## src/rtl/asg_pkg.sv

```systemverilog
package asg_pkg;
   // Register banks and offsets
   localparam logic [3:0] BANK_FG          = 4'h5;
   localparam logic [3:0] BANK_H           = 4'h8;
   localparam logic [7:0] OFS_FIRST_DIR    = 8'h10;
   localparam logic [7:0] OFS_FIRST_DATA   = 8'h11;
   localparam logic [7:0] OFS_SECOND_DIR   = 8'h12;
   localparam logic [7:0] OFS_SECOND_DATA  = 8'h13;
   localparam logic [7:0] OFS_CONV_CFG     = 8'h15;
   localparam logic [7:0] OFS_THIRD_DIR    = 8'h10;
   localparam logic [7:0] OFS_THIRD_DATA   = 8'h11;
   // Values after reset
   localparam logic [7:0] RST_DIR          = 8'hFF;
   localparam logic [7:0] RST_DATA         = 8'h00;
   localparam logic [7:0] RST_CONV_CFG     = 8'h00;
   // Converter configuration fields
   localparam logic [7:0] CFG_WR_MASK      = 8'hEF;
   localparam int         CFG_CLK_LSB      = 6;
   localparam int         CFG_JUSTIFY_BIT  = 5;
   localparam int         CFG_SEL_LSB      = 0;
   localparam int         CFG_SEL_W        = 4;
   // Channel numbering of shared pins
   localparam int         NUM_CHAN         = 16;
   localparam int         FIRST_CHAN_BASE  = 4;
   localparam int         SECOND_CHAN_TOP  = 3;
   localparam int         THIRD_CHAN_BASE  = 12;
   // Second port alternate pin positions
   localparam int         G_VREF_NEG       = 2;
   localparam int         G_VREF_POS       = 3;
   localparam int         G_CAPTURE        = 4;
   localparam int         G_PWM            = 5;
   localparam int         G_SERIAL_RX      = 6;
   localparam int         G_SERIAL_TX      = 7;
endpackage
```

## src/rtl/asg_gpio.sv

```systemverilog
`timescale 1ns/1ps
// Summary of operation
// - Direction bit one makes the pin an input, driver off, except second port bits 5..7 while a peripheral drives them.
// - Direction bit zero drives the pin from its output latch bit unless the pin is analog or a peripheral drives it.
// - Data reads return pin levels, zero on analog pins; writes only update the output latch.
// - First port bits 0..7 share converter channels 4..11 in order.
// - Second port bits 0..3 share channels 3..0 in reverse order.
// - Second port bits 2 and 3 carry external negative and positive references.
// - Second port bits 4..7: capture in, pulse out, serial data, serial clock.
// - Reset leaves second port low nibble analog until configuration changes.
// - Third port bits 4..7 share channels 12..15 in order.
// - Third port low nibble is plain digital input or output only.
// - Reset leaves third port high nibble analog until configuration changes.
// - Reset leaves every first port pin analog until reconfigured.
module asg_gpio (
   // Clock, reset, enable
   input  wire  logic        ref_clk,
   input  wire  logic        rst,
   input  wire  logic        clk_en,
   // Banked register access
   input  wire  logic [3:0]  bank_sel,
   input  wire  logic [7:0]  reg_addr,
   input  wire  logic        reg_wr,
   input  wire  logic [7:0]  reg_wdata,
   input  wire  logic        reg_rd,
   output logic [7:0]        reg_rdata,
   // First port pins
   input  wire  logic [7:0]  first_pin_in,
   output logic [7:0]        first_pin_out,
   output logic [7:0]        first_pin_oe,
   // Second port pins
   input  wire  logic [7:0]  second_pin_in,
   output logic [7:0]        second_pin_out,
   output logic [7:0]        second_pin_oe,
   // Third port pins
   input  wire  logic [7:0]  third_pin_in,
   output logic [7:0]        third_pin_out,
   output logic [7:0]        third_pin_oe,
   // Converter side
   output logic [15:0]       analog_chan_en,
   output logic              ext_vref_en,
   output logic [1:0]        conversion_clock_select,
   output logic              result_justify,
   // Peripheral side
   input  wire  logic        third_pulse_en,
   input  wire  logic        third_pulse_level,
   input  wire  logic        serial_tx_en,
   input  wire  logic        serial_tx_level,
   input  wire  logic        serial_dt_drive,
   input  wire  logic        serial_dt_level,
   output logic              third_capture_input,
   output logic              serial_rx_input
);

   typedef struct packed {
      logic [7:0]  dir_f;
      logic [7:0]  dir_g;
      logic [7:0]  dir_h;
      logic [7:0]  lat_f;
      logic [7:0]  lat_g;
      logic [7:0]  lat_h;
      logic [7:0]  cfg;
      logic [7:0]  rdata;
      logic [7:0]  out_f;
      logic [7:0]  out_g;
      logic [7:0]  out_h;
      logic [7:0]  oe_f;
      logic [7:0]  oe_g;
      logic [7:0]  oe_h;
      logic [15:0] ana;
      logic        vref;
      logic        cap;
      logic        rx;
   } asg_state_t;

   asg_state_t st_r;
   asg_state_t st_nxt;

   // Register hit decode
   function automatic logic hit(input logic [3:0] b, input logic [7:0] a,
                                input logic [3:0] wb, input logic [7:0] wa);
      hit = (b == wb) && (a == wa);
   endfunction

   // Channels left analog: fewer as the select grows, none from eight up
   function automatic logic [15:0] chan_mask(input logic [3:0] sel);
      logic [15:0] m;
      m = '0;
      for (int c = 0; c < asg_pkg::NUM_CHAN; c++) begin
         m[c] = (sel[3] == 1'b0) && (c < (asg_pkg::NUM_CHAN - 2 * int'(sel)));
      end
      chan_mask = m;
   endfunction

   logic [15:0] ch_ana;
   logic [7:0]  ana_f;
   logic [7:0]  ana_g;
   logic [7:0]  ana_h;
   logic [7:0]  drv_f;
   logic [7:0]  drv_g;
   logic [7:0]  drv_h;
   logic [3:0]  sel;
   // Register hits
   logic        hit_f_dir;
   logic        hit_f_data;
   logic        hit_g_dir;
   logic        hit_g_data;
   logic        hit_cfg;
   logic        hit_h_dir;
   logic        hit_h_data;

   assign sel    = st_r.cfg[asg_pkg::CFG_SEL_LSB +: asg_pkg::CFG_SEL_W];
   assign ch_ana = chan_mask(sel);

   // Bank five registers
   assign hit_f_dir  = hit(bank_sel, reg_addr, asg_pkg::BANK_FG, asg_pkg::OFS_FIRST_DIR);
   assign hit_f_data = hit(bank_sel, reg_addr, asg_pkg::BANK_FG, asg_pkg::OFS_FIRST_DATA);
   assign hit_g_dir  = hit(bank_sel, reg_addr, asg_pkg::BANK_FG, asg_pkg::OFS_SECOND_DIR);
   assign hit_g_data = hit(bank_sel, reg_addr, asg_pkg::BANK_FG, asg_pkg::OFS_SECOND_DATA);
   assign hit_cfg    = hit(bank_sel, reg_addr, asg_pkg::BANK_FG, asg_pkg::OFS_CONV_CFG);
   // Bank eight registers
   assign hit_h_dir  = hit(bank_sel, reg_addr, asg_pkg::BANK_H, asg_pkg::OFS_THIRD_DIR);
   assign hit_h_data = hit(bank_sel, reg_addr, asg_pkg::BANK_H, asg_pkg::OFS_THIRD_DATA);

   genvar gi;
   generate
      for (gi = 0; gi < 8; gi++) begin : g_map
         assign ana_f[gi] = ch_ana[asg_pkg::FIRST_CHAN_BASE + gi];

         assign drv_f[gi] = ~st_r.dir_f[gi] & ~ana_f[gi];
         assign drv_g[gi] = ~st_r.dir_g[gi] & ~ana_g[gi];
         assign drv_h[gi] = ~st_r.dir_h[gi] & ~ana_h[gi];

         if (gi < 4) begin : g_low
            assign ana_g[gi] = ch_ana[asg_pkg::SECOND_CHAN_TOP - gi];
            assign ana_h[gi] = 1'b0;
         end else begin : g_high
            assign ana_g[gi] = 1'b0;
            assign ana_h[gi] = ch_ana[asg_pkg::THIRD_CHAN_BASE + gi - 4];
         end
      end
   endgenerate

   always_comb begin
      st_nxt = st_r;

      if (reg_wr) begin
         if (hit_f_dir) begin
            st_nxt.dir_f = reg_wdata;
         end

         if (hit_f_data) begin
            st_nxt.lat_f = reg_wdata;
         end

         if (hit_g_dir) begin
            st_nxt.dir_g = reg_wdata;
         end

         if (hit_g_data) begin
            st_nxt.lat_g = reg_wdata;
         end

         if (hit_cfg) begin
            st_nxt.cfg = reg_wdata & asg_pkg::CFG_WR_MASK;
         end

         if (hit_h_dir) begin
            st_nxt.dir_h = reg_wdata;
         end

         if (hit_h_data) begin
            st_nxt.lat_h = reg_wdata;
         end
      end

      // Unmapped reads return zero; read data holds until the next read
      if (reg_rd) begin
         st_nxt.rdata = 8'h00;
         if (hit_f_dir) begin
            st_nxt.rdata = st_r.dir_f;
         end

         if (hit_f_data) begin
            st_nxt.rdata = first_pin_in & ~ana_f;
         end

         if (hit_g_dir) begin
            st_nxt.rdata = st_r.dir_g;
         end

         if (hit_g_data) begin
            st_nxt.rdata = second_pin_in & ~ana_g;
         end

         if (hit_cfg) begin
            st_nxt.rdata = st_r.cfg;
         end

         if (hit_h_dir) begin
            st_nxt.rdata = st_r.dir_h;
         end

         if (hit_h_data) begin
            st_nxt.rdata = third_pin_in & ~ana_h;
         end
      end

      st_nxt.oe_f  = drv_f;
      st_nxt.oe_g  = drv_g;
      st_nxt.oe_h  = drv_h;
      st_nxt.out_f = st_r.lat_f;
      st_nxt.out_g = st_r.lat_g;
      st_nxt.out_h = st_r.lat_h;

      // Peripheral overrides on second port
      // Pulse unit on bit five
      if (third_pulse_en) begin
         st_nxt.oe_g[asg_pkg::G_PWM]  = 1'b1;
         st_nxt.out_g[asg_pkg::G_PWM] = third_pulse_level;
      end

      // Serial data on bit six
      if (serial_dt_drive) begin
         st_nxt.oe_g[asg_pkg::G_SERIAL_RX]  = 1'b1;
         st_nxt.out_g[asg_pkg::G_SERIAL_RX] = serial_dt_level;
      end

      // Serial clock on bit seven
      if (serial_tx_en) begin
         st_nxt.oe_g[asg_pkg::G_SERIAL_TX]  = 1'b1;
         st_nxt.out_g[asg_pkg::G_SERIAL_TX] = serial_tx_level;
      end

      // Peripheral inputs follow the pins whatever the direction
      st_nxt.cap = second_pin_in[asg_pkg::G_CAPTURE];
      st_nxt.rx  = second_pin_in[asg_pkg::G_SERIAL_RX];

      // Converter side
      st_nxt.ana = ch_ana;
      // External references need both pins analog
      st_nxt.vref = sel[0] && ana_g[asg_pkg::G_VREF_NEG] && ana_g[asg_pkg::G_VREF_POS];
   end

   always_ff @(posedge ref_clk) begin
      if (rst) begin
         st_r.dir_f <= asg_pkg::RST_DIR;
         st_r.dir_g <= asg_pkg::RST_DIR;
         st_r.dir_h <= asg_pkg::RST_DIR;

         // Latches and configuration
         st_r.lat_f <= asg_pkg::RST_DATA;
         st_r.lat_g <= asg_pkg::RST_DATA;
         st_r.lat_h <= asg_pkg::RST_DATA;
         st_r.cfg   <= asg_pkg::RST_CONV_CFG;
         st_r.rdata <= 8'h00;

         // Outputs start undriven and analog
         st_r.out_f <= asg_pkg::RST_DATA;
         st_r.out_g <= asg_pkg::RST_DATA;
         st_r.out_h <= asg_pkg::RST_DATA;
         st_r.oe_f  <= 8'h00;
         st_r.oe_g  <= 8'h00;
         st_r.oe_h  <= 8'h00;
         st_r.ana   <= 16'hFFFF;
         st_r.vref  <= 1'b0;
         st_r.cap   <= 1'b0;
         st_r.rx    <= 1'b0;
      end else if (clk_en) begin
         st_r <= st_nxt;
      end
   end

   assign reg_rdata               = st_r.rdata;
   assign first_pin_out           = st_r.out_f;
   assign first_pin_oe            = st_r.oe_f;
   assign second_pin_out          = st_r.out_g;
   assign second_pin_oe           = st_r.oe_g;
   assign third_pin_out           = st_r.out_h;
   assign third_pin_oe            = st_r.oe_h;
   assign analog_chan_en          = st_r.ana;
   assign ext_vref_en             = st_r.vref;
   assign conversion_clock_select = st_r.cfg[asg_pkg::CFG_CLK_LSB +: 2];
   assign result_justify          = st_r.cfg[asg_pkg::CFG_JUSTIFY_BIT];
   assign third_capture_input     = st_r.cap;
   assign serial_rx_input         = st_r.rx;

endmodule // asg_gpio

```

## config.mk

```make
export PLATFORM = sky130hd
export DESIGN_NAME = asg_gpio
export DESIGN_NICKNAME = d
export VERILOG_FILES = /design/src/rtl/asg_pkg.sv /design/src/rtl/asg_gpio.sv
export SDC_FILE = /design/constraint.sdc
export NUM_CORES = 1
export LEC_CHECK = 0
export BUFFER_PORTS_ARGS = -buffer_cell sky130_fd_sc_hd__buf_2
export CORE_ASPECT_RATIO = 2
export CORE_MARGIN = 5
export CORE_UTILIZATION = 59
export DETAILED_ROUTE_END_ITERATION = 12
export PLACE_DENSITY = 0.86
export SETUP_SLACK_MARGIN = 0.2
export SYNTH_ARGS = -nofsm -noshare
export SYNTH_HDL_FRONTEND = slang
export SYNTH_SLANG_ARGS = --single-unit
```

## constraint.sdc

```tcl
create_clock -name ref_clk -period 5.8 [get_ports ref_clk]
set_clock_uncertainty 0.1 [all_clocks]
set_input_delay 0.29 -clock ref_clk [delete_from_list [all_inputs] [get_ports ref_clk]]
set_output_delay 0.29 -clock ref_clk [all_outputs]
set_load 0.03 [all_outputs]
```

==> run_results.csv, run 1 <==
group,metric,value,unit
outcome,status,"completed",
setup_path,path_max_fanout,10,
min_path,hold_path_class,"in -> reg",
clocking,clock-sinks,122,
grt,grt-ovfl-total,0,
sta,final_hold_viol_count,0,
grt,grt_util_all_layers,29.20,%
sta,fmax,0.3966,GHz
setup_path,critical_path.max_stage_delay,0.57,ns
clocking,cts_buffers,17,
yosys,synth_area_leaders,"dfxtp_1, buf_4, mux2i_1",
placement,gp_congestion,0.9799,
drt,post_drt_wl_per_cell,20.11,um
yosys,yosysTopAreaCell,"dfxtp_1",
finish,synthToLayoutAreaGrowth,11.31,%
drt,vias,5205,
clocking,cts-resized-gates,0,
setup_path,slowest_stage,"o21ai_0",
floorplanning,ios,133,
yosys,synth_edf_count,0,
drt,drtPass1Iterations,5,
clocking,postCtsSetupRepairBufs,0,
finish,final_cell_mix,"buf_2, dfxtp_1, nor2_1, nand2_1, mux2i_1",
finish,final_common_cell,"buf_2",
yosys,synth.distinct_cells,66,
sta,min_period_over_period,43.48,%
grt,grt_pass1_vias,5117,
sta,rsz0062_at_grt,"false",
setup_path,cp.arrival,2.75,ns
drt,wl,17.52,mm
setup_path,critPathBufInv,1,
sta,layout_min_cycle_time,2.522,ns
floorplanning,coreArea,10080,um^2
floorplanning,rows,52,
yosys,synth_area_per_cell,8.784,um^2
setup_path,endpoint_kind,"flop",
grt,grt_antenna_before_repair,0,
setup_path,ff2ff_setup_slack,3.28,ns
finish,final_nets,779,
grt,grt_pass1_wl,27.12,mm
yosys,synth_top_area_share,40.59,%
drt,drc,0,
sta,fin_setup_tns,0,ns
finish,instances_no_fill,871,
yosys,synth_fp_nets,741,
yosys,synthCells,685,
sta,holdWs,0.06347,ns
drt,ant_nets,0,
power,peakVddDrop,0.2403,mV
clocking,clk_latency,0.42,ns
placement,port_buffers,132,
clocking,ctsHoldBuffers,0,
yosys,synthFlopType,"dfxtp_1",
drt,routed_via_density,5.976,
placement,placed_cells,839,
clocking,cts_tree,"yes",
sta,slew_headroom,41.99,%
grt,grt_max_degree,63,
placement,dpl.hpwl,13.12,mm
finish,num_antenna_cells,0,
power,p_leak,2.784,nW
sta,setup_viol,0,
power,power_density,299.7,nW/um^2
floorplanning,die-area,12440,um^2
yosys,async_flop_share,0,%
setup_path,criticalPathCategory,"reg -> reg",
clocking,clk_path_buf_depth,2,
sta,slew_viol_final,0,
yosys,synth-warning-count,0,
finish,drive_above_1_share,25.41,%
clocking,root_buffer,"clkbuf_16",
setup_path,start_kind,"flop",
setup_path,critical_path.cell_chain,"inv_1 -> ha_1 -> nor2b_1 -> a21oi_1 -> o21ai_0 -> a2111oi_0 -> nor3_1",
yosys,synth_area,6017,um^2
yosys,ys_seq_area_share,40.59,%
setup_path,crit_family,"compound AO/OA/AOI/OAI gates",
sta,tightest_slew,0.8590,ns
floorplanning,die_h,152.8,um
floorplanning,initial_core_util,59.67,%
clocking,h-tree-depth,4,
floorplanning,die_x,81.41,um
yosys,ys_ff_latch,122,
drt,drtIter0Drc,381,
flow_run,cap_viol_max_count,0,
setup_path,required,6.02,ns
clocking,clkTransAtPathRegs,0.06,ns
## kinds of logic after synthesis
logic type / Yosys count / share of synthesized area [%]
compound gates: 144 / 16.66
xor+xnor: 1 / 0.1456
fa+ha+maj: 1 / 0.2079
buf+inv: 124 / 12.91
flops: 122 / 40.59
mux: 44 / 7.320
simple gates: 249 / 22.17
## power by group
part / internal [mW] / switching, mW / total (mW)
combinational: 0.0428 / 0.0960 / 0.139
sequential: 0.847 / 0.00475 / 0.852
clock: 0.609 / 0.407 / 1.02
total: 1.50 / 0.508 / 2.01
## cell usage after synthesis, types with 13 or more instances
master	count
a211o_1	21
a211oi_1	13
a21oi_1	42
buf_4	75
clkbuf_1	23
dfxtp_1	122
mux2i_1	44
nand2_1	58
nand2b_1	13
nand3_1	14
nor2_1	78
nor2b_1	21
## cell type report
class,count,area (um^2)
clock inverters,14,133.9
repair buffers,135,685.7
fillers,825,3387
clock buffers,18,439.2
flip-flops and latches,122,2442
well taps,135,168.9
inverters,8,30.03
multi-input cells,439,2798
## path summary, 6_finish.rpt
check	from	end	depth (start not counted)
worst max-delay path	sel[0]	reg_rdata[1]	7
worst min-delay path	second_pin_in[6]	serial_rx_input	3
worst max register to register	sel[0]	reg_rdata[1]	7
worst min register to register	st_nxt[48]	st_nxt[48]	2
## metrics by stage
step | instance area, um^2 | worst slack, ns | util [%] | total power, mW
finish | 6698 | 3.278 | 66.41 | 2.007
detailed placement | 6125 | 3.142 | 60.73 | 1.007
global placement | 6125 | 3.176 | 60.73 | 1.004
floorplan | 6017 | 3.652 | - | 0.9655
global route | 6698 | 3.101 | 66.41 | 2.071
CTS | 6698 | 3.276 | 66.41 | 2.019
## registers in the layout, summed over array words and instances, names as in the netlist
signal / flops
second_pin_oe: 8
sel: 4
conversion_clock_select: 2
result_justify: 1
first_pin_out: 8
st_nxt: 21
third_pin_out: 8
third_capture_input: 1
serial_rx_input: 1
reg_rdata: 8
first_pin_oe: 8
st_r: 27
second_pin_out: 8
third_pin_oe: 8
ext_vref_en: 1
analog_chan_en: 8
## routing by layer
metal	share of wire (%)	global-route usage, %	vias to the layer above	routed length (um)
li1	-	-	2427	-
met1	36	31.57	2474	6253
met2	51	47.86	238	8895
met3	5.8	7.303	66	1010
met4	7.7	20.87	0	1356
met5	0	0	-	0
## worst reg2reg max path, cell delays in order (launching register included)
cell	delay (ns)
dfxtp_1	0.50
inv_1	0.08
ha_1	0.31
nor2b_1	0.29
a21oi_1	0.11
o21ai_0	0.57
a2111oi_0	0.22
nor3_1	0.25
Note: power is estimated with default switching activity, not from simulation.
==> run 2, diff against run 1 <==
--- a/config.mk
+++ b/config.mk
@@ -8,9 +8,9 @@
 export BUFFER_PORTS_ARGS = -buffer_cell sky130_fd_sc_hd__buf_2
 export CORE_ASPECT_RATIO = 2
 export CORE_MARGIN = 5
-export CORE_UTILIZATION = 59
+export CORE_UTILIZATION = 49
 export DETAILED_ROUTE_END_ITERATION = 12
-export PLACE_DENSITY = 0.86
+export PLACE_DENSITY = 0.76
 export SETUP_SLACK_MARGIN = 0.2
 export SYNTH_ARGS = -nofsm -noshare
 export SYNTH_HDL_FRONTEND = slang
==> constraint.sdc (replaced) <==
create_clock -name ref_clk -period 2.2 [get_ports ref_clk]
set_clock_uncertainty 0.1 [all_clocks]
set_input_delay 0.11 -clock ref_clk [delete_from_list [all_inputs] [get_ports ref_clk]]
set_output_delay 0.11 -clock ref_clk [all_outputs]
set_load 0.03 [all_outputs]
==> run 2 against run 1 <==
Hold slack got worse by 0.037 ns. Via count grew 0.42%. Core utilization is 7.2 points lower. Die area increased by 18%. Combinational power rose to 3.0 times the previous value. Register-to-register slack lost 3.0 ns. Maximum frequency up 29%. Critical path depth unchanged. Critical path type unchanged. Critical endpoint is now reg_rdata[3].
==> run_results.csv, run 2 (same netlist as run 1, synthesis figures left out) <==
group,metric,value,unit
grt,grt_util_all_layers,26.22,%
placement,pre_cts_ws,0.05382,ns
drt,ant_nets,0,
drt,routed_via_density,5.614,
setup_path,required,2.39,ns
clocking,clk_latency,0.41,ns
setup_path,start_kind,"flop",
finish,drive_above_1_share,28.19,%
grt,grt_pass1_vias,5300,
power,power_density,744.1,nW/um^2
drt,wl,19.25,mm
floorplanning,die_h,166.7,um
floorplanning,ios,133,
finish,final_nets,827,
placement,dpl.hpwl,14.82,mm
power,p_leak,3.012,nW
clocking,clk_path_buf_depth,2,
grt,grt-ovfl-total,0,
finish,largest_register_ffs,27,
finish,top_register,"st_r",
setup_path,criticalPathCategory,"reg -> reg",
floorplanning,die_x,88.36,um
sta,slew_viol_final,0,
drt,vias,5227,
clocking,cts_buffers,17,
drt,drtIter0Drc,380,
min_path,hold_path_class,"in -> reg",
clocking,root_buffer,"clkbuf_16",
drt,drtPass1Iterations,5,
finish,num_antenna_cells,0,
sta,setup_viol,0,
sta,layout_min_cycle_time,1.950,ns
finish,synthToLayoutAreaGrowth,19.26,%
clocking,clock-sinks,122,
clocking,h-tree-depth,4,
finish,final_cell_mix,"buf_2, dfxtp_1, nor2_1, nand2_1, mux2i_1",
finish,final_common_cell,"buf_2",
setup_path,critical_path.cell_chain,"inv_1 -> ha_4 -> nor4b_1 -> a221o_1 -> and3_4 -> o41ai_4 -> a211oi_2",
clocking,clkTransAtPathRegs,0.06,ns
power,peakVddDrop,0.6921,mV
setup_path,endpoint_kind,"flop",
sta,final_hold_viol_count,0,
setup_path,path_max_fanout,6,
setup_path,crit_family,"compound AO/OA/AOI/OAI gates",
placement,port_buffers,132,
floorplanning,initial_core_util,49.63,%
floorplanning,rows,57,
sta,min_period_over_period,88.62,%
drt,drc,0,
power,total_power,5.340,mW
sta,rsz0062_at_grt,"true",
setup_path,slowest_stage,"a221o_1",
setup_path,critical_path.max_stage_delay,0.36,ns
flow_run,cap_viol_max_count,0,
floorplanning,die-area,14730,um^2
clocking,cts_tree,"yes",
setup_path,cp.arrival,2.14,ns
placement,gp_congestion,0.9456,
outcome,status,"completed",
grt,grt_max_degree,65,
sta,worst_slack,0.2504,ns
floorplanning,coreArea,12120,um^2
sta,tightest_slew,0.7581,ns
grt,grt_pass1_wl,29.06,mm
sta,fmax,0.5129,GHz
sta,slew_headroom,49.00,%
drt,post_drt_wl_per_cell,20.67,um
grt,grt_antenna_before_repair,0,
setup_path,critPathBufInv,1,
finish,final_util,59.18,%
[run 2: changes by cell type in the layout (fill, tap and decap cells not counted), sizes merged]
cell         before  now
buf             135  162
clkbuf           18   21
clkinv            5    4
dlygate4sd3       0   21
inv              15   13
[run 2: final timing paths]
check,start,to,slack (ns),depth (start not counted)
max reg2reg,sel[0],reg_rdata[3],0.25,7
max,sel[0],reg_rdata[3],0.25,7
min reg2reg,st_nxt[60],st_nxt[60],0.36,2
min,third_pin_in[5],reg_rdata[5],0.03,4
[run 2: through the flow]
| step | hold WS (ns) | setup TNS [ns] | cells | area [um^2] |
|---|---|---|---|---|
| floorplan | 0.1279 | 0 | 685 | 6047 |
| global placement | 0.2835 | -0.08870 | 877 | 6362 |
| detailed placement | 0.3013 | 0 | 877 | 6362 |
| CTS | 0.01899 | 0 | 930 | 7142 |
| global route | 0.06688 | 0 | 931 | 7176 |
| finish | 0.02646 | 0 | 931 | 7176 |
[run 2: worst min-delay path, delay by kind of cell]
kind,cells,cell delay [ns]
AO/OA/AOI/OAI,2,0.26
buffers and inverters,1,0.08
AND/OR/NAND/NOR,1,0.04
[run 2: layout make-up]
| cell class | instances | area (um^2) |
|---|---|---|
| clock buffer | 21 | 460.4 |
| tap | 147 | 183.9 |
| timing repair buffer | 183 | 1099 |
| clock inverter | 11 | 108.9 |
| inverter | 8 | 30.03 |
| sequential | 122 | 2445 |
| multi-input combinational | 439 | 2849 |
| fill | 1134 | 4949 |
[run 2: what timing repair did]
action / CTS / global route
resized for setup: 0 / 8
setup buffers: 0 / 1
endpoints found under the setup margin: 2 / 8
endpoints found under the hold margin: 40 / 0
pin swaps: 2 / 7
hold buffers: 21 / 0
[run 2: power breakdown]
group | internal [mW] | leakage [nW] | switching, mW
Combinational | 0.145 | 1.74 | 0.266
Clock | 1.63 | 0.279 | 1.05
Sequential | 2.23 | 0.989 | 0.0121
Total | 4.01 | 3.01 | 1.33
[run 2: routing by layer]
metal,GRT usage (%),wire length (um)
met4,16.18,1124
met5,0,0
met2,47.44,10520
met3,4.399,830
met1,26.69,6771
==> run 3, diff against run 2 <==
==> constraint.sdc (replaced) <==
create_clock -name ref_clk -period 2.2 [get_ports ref_clk]
set_clock_uncertainty 0.1 [all_clocks]
set_input_delay 0.22 -clock ref_clk [delete_from_list [all_inputs] [get_ports ref_clk]]
set_output_delay 0.22 -clock ref_clk [all_outputs]
set_load 0.03 [all_outputs]
==> run 3 against run 2 <==
Sequential power about the same. Final cell count down 0.75%. Register-to-register slack worse by 0.04 ns. Clock-buffer cell count down 3. Power down 0.11%. Via count up 0.38%. Global-route usage up 0.77 points. Combinational power down 1%. Routed wire length up 2.5%.
==> run_results.csv, run 3 (same netlist as run 1, synthesis figures left out) <==
group,metric,value,unit
floorplanning,die_h,166.7,um
power,seqPwrFrac,42.1,%
setup_path,cp.arrival,2.16,ns
finish,fin_area,7169,um^2
power,total_power,5.334,mW
power,peakVddDrop,0.7291,mV
setup_path,ff2ff_setup_slack,0.21,ns
sta,worst_slack,0.2120,ns
placement,port_buffers,132,
floorplanning,initial_core_util,49.63,%
power,power_density,744.0,nW/um^2
finish,final_nets,820,
sta,slew_headroom,58.59,%
placement,gp_congestion,1.007,
power,p_clk_share,50.3,%
finish,drive_above_1_share,31.15,%
finish,final_common_cell,"buf_2",
drt,drc,0,
power,p_sw,1.382,mW
finish,top_register,"st_r",
floorplanning,die-area,14730,um^2
setup_path,r2r_end,"reg_rdata[3]",
sta,tightest_slew,0.6155,ns
drt,ant_nets,0,
floorplanning,die_x,88.36,um
grt,grt_max_degree,59,
floorplanning,ios,133,
placement,place_area,6460,um^2
drt,drtIter0Drc,317,
clocking,cts_buffers,17,
setup_path,endpoint_kind,"flop",
floorplanning,coreArea,12120,um^2
sta,layout_min_cycle_time,1.988,ns
finish,largest_register_ffs,27,
setup_path,start_kind,"flop",
sta,fin_setup_tns,0,ns
setup_path,crit_path_start,"sel[0]",
floorplanning,rows,57,
sta,setup_viol,0,
finish,final_cell_mix,"buf_2, dfxtp_1, nor2_1, nand2_1, mux2i_1",
grt,grt_pass1_wl,29.84,mm
grt,grt_pass1_vias,5338,
placement,pre_cts_ws,0.06987,ns
finish,synthToLayoutAreaGrowth,19.15,%
power,swShare,25.92,%
clocking,h-tree-depth,4,
grt,grt-ovfl-total,0,
sta,min_period_over_period,90.36,%
setup_path,criticalPathCategory,"reg -> reg",
placement,dpl.hpwl,15.31,mm
setup_path,required,2.38,ns
flow_run,cap_viol_max_count,0,
clocking,cts_tree,"yes",
clocking,clkTransAtPathRegs,0.07,ns
grt,grt_util_all_layers,26.99,%
grt,grt_antenna_before_repair,0,
finish,final_util,59.13,%
clocking,clk_latency,0.41,ns
power,p_int,3.951,mW
finish,num_antenna_cells,0,
clocking,root_buffer,"clkbuf_16",
drt,drtPass1Iterations,6,
setup_path,r2r_start,"sel[0]",
drt,vias,5247,
drt,post_drt_wl_per_cell,21.35,um
finish,fillers,1111,
sta,rsz0062_at_grt,"true",
setup_path,path_max_fanout,9,
setup_path,worstRegToRegCells,6,
min_path,hold_path_class,"in -> reg",
finish,ff_latch_area,2446,um^2
finish,multiInputGateArea,2900,um^2
sta,slew_viol_final,0,
sta,fmax,0.5030,GHz
outcome,status,"completed",
setup_path,endpoint,"reg_rdata[3]",
drt,wl,19.73,mm
power,p_leak,3.016,nW
drt,routed_via_density,5.679,
clocking,clock-sinks,122,
power,p_comb_share,7.6,%
sta,final_hold_viol_count,0,
clocking,clk_path_buf_depth,2,
[run 3: cell types whose count changed in the layout (fill, tap and decap cells not counted), moves of 2 or more]
cell and change:
dlygate4sd3_1 -17, buf_4 +7, buf_12 +3, and3_1 -2, and3_4 +2, clkbuf_8 -2
clkinv_4 +2, inv_6 -2, inv_8 +2
[run 3: area by class of cell]
class	count	share of cell area, %
multi-input combinational	439	40.45
clock buffer	18	5.986
clock inverter	14	1.937
timing repair buffer	176	14.52
sequential	122	34.12
inverter	8	0.4188
tap	147	2.565
[run 3: power by group through the flow]
stage,logic [mW],clock network [mW],registers [mW]
2_1_floorplan,0.250,0,2.30
3_3_place_gp,0.393,0,2.29
3_5_place_dp,0.396,0,2.29
4_1_cts,0.403,2.72,2.24
5_1_grt,0.432,2.84,2.25
6_report,0.405,2.68,2.24
[run 3: repair_timing]
action,CTS,global route
endpoints found under the setup margin,8,12
setup buffers,3,0
resized for setup,3,18
hold endpoints to repair,4,0
hold buffers,4,0
pin swaps,6,10
[run 3: how the worst min path moves through the flow]
stage / startpoint / to / cells after the start
6_report: second_pin_in[6] / serial_rx_input / 3
3_5_place_dp: st_nxt[47] / st_nxt[47] / 2
2_1_floorplan: reg_wdata[4] / st_r[111] / 1
4_1_cts: second_pin_in[6] / serial_rx_input / 3
3_3_place_gp: st_nxt[62] / st_nxt[62] / 2
5_1_grt: second_pin_in[6] / serial_rx_input / 3
[run 3: per-stage QoR]
step | hold slack [ns] | cells
global route | 0.03828 | 924
global placement | 0.3397 | 885
finish | 0.02522 | 924
detailed placement | 0.3479 | 885
floorplan | 0.2379 | 685
CTS | 0.01416 | 924
[run 3: metal layers]
layer	wire, um	global-route usage [%]
met3	815	4.202
met4	810	12.24
met5	0	0
met1	7038	27.38
met2	11070	51.32
[run 3: worst max-delay path: stages (launching register included)]
cell and delay [ns]:
dfxtp_2 0.32, buf_4 0.16, or2_4 0.27, a211o_1 0.35
and3_4 0.19, o41ai_4 0.35, a211oi_2 0.11
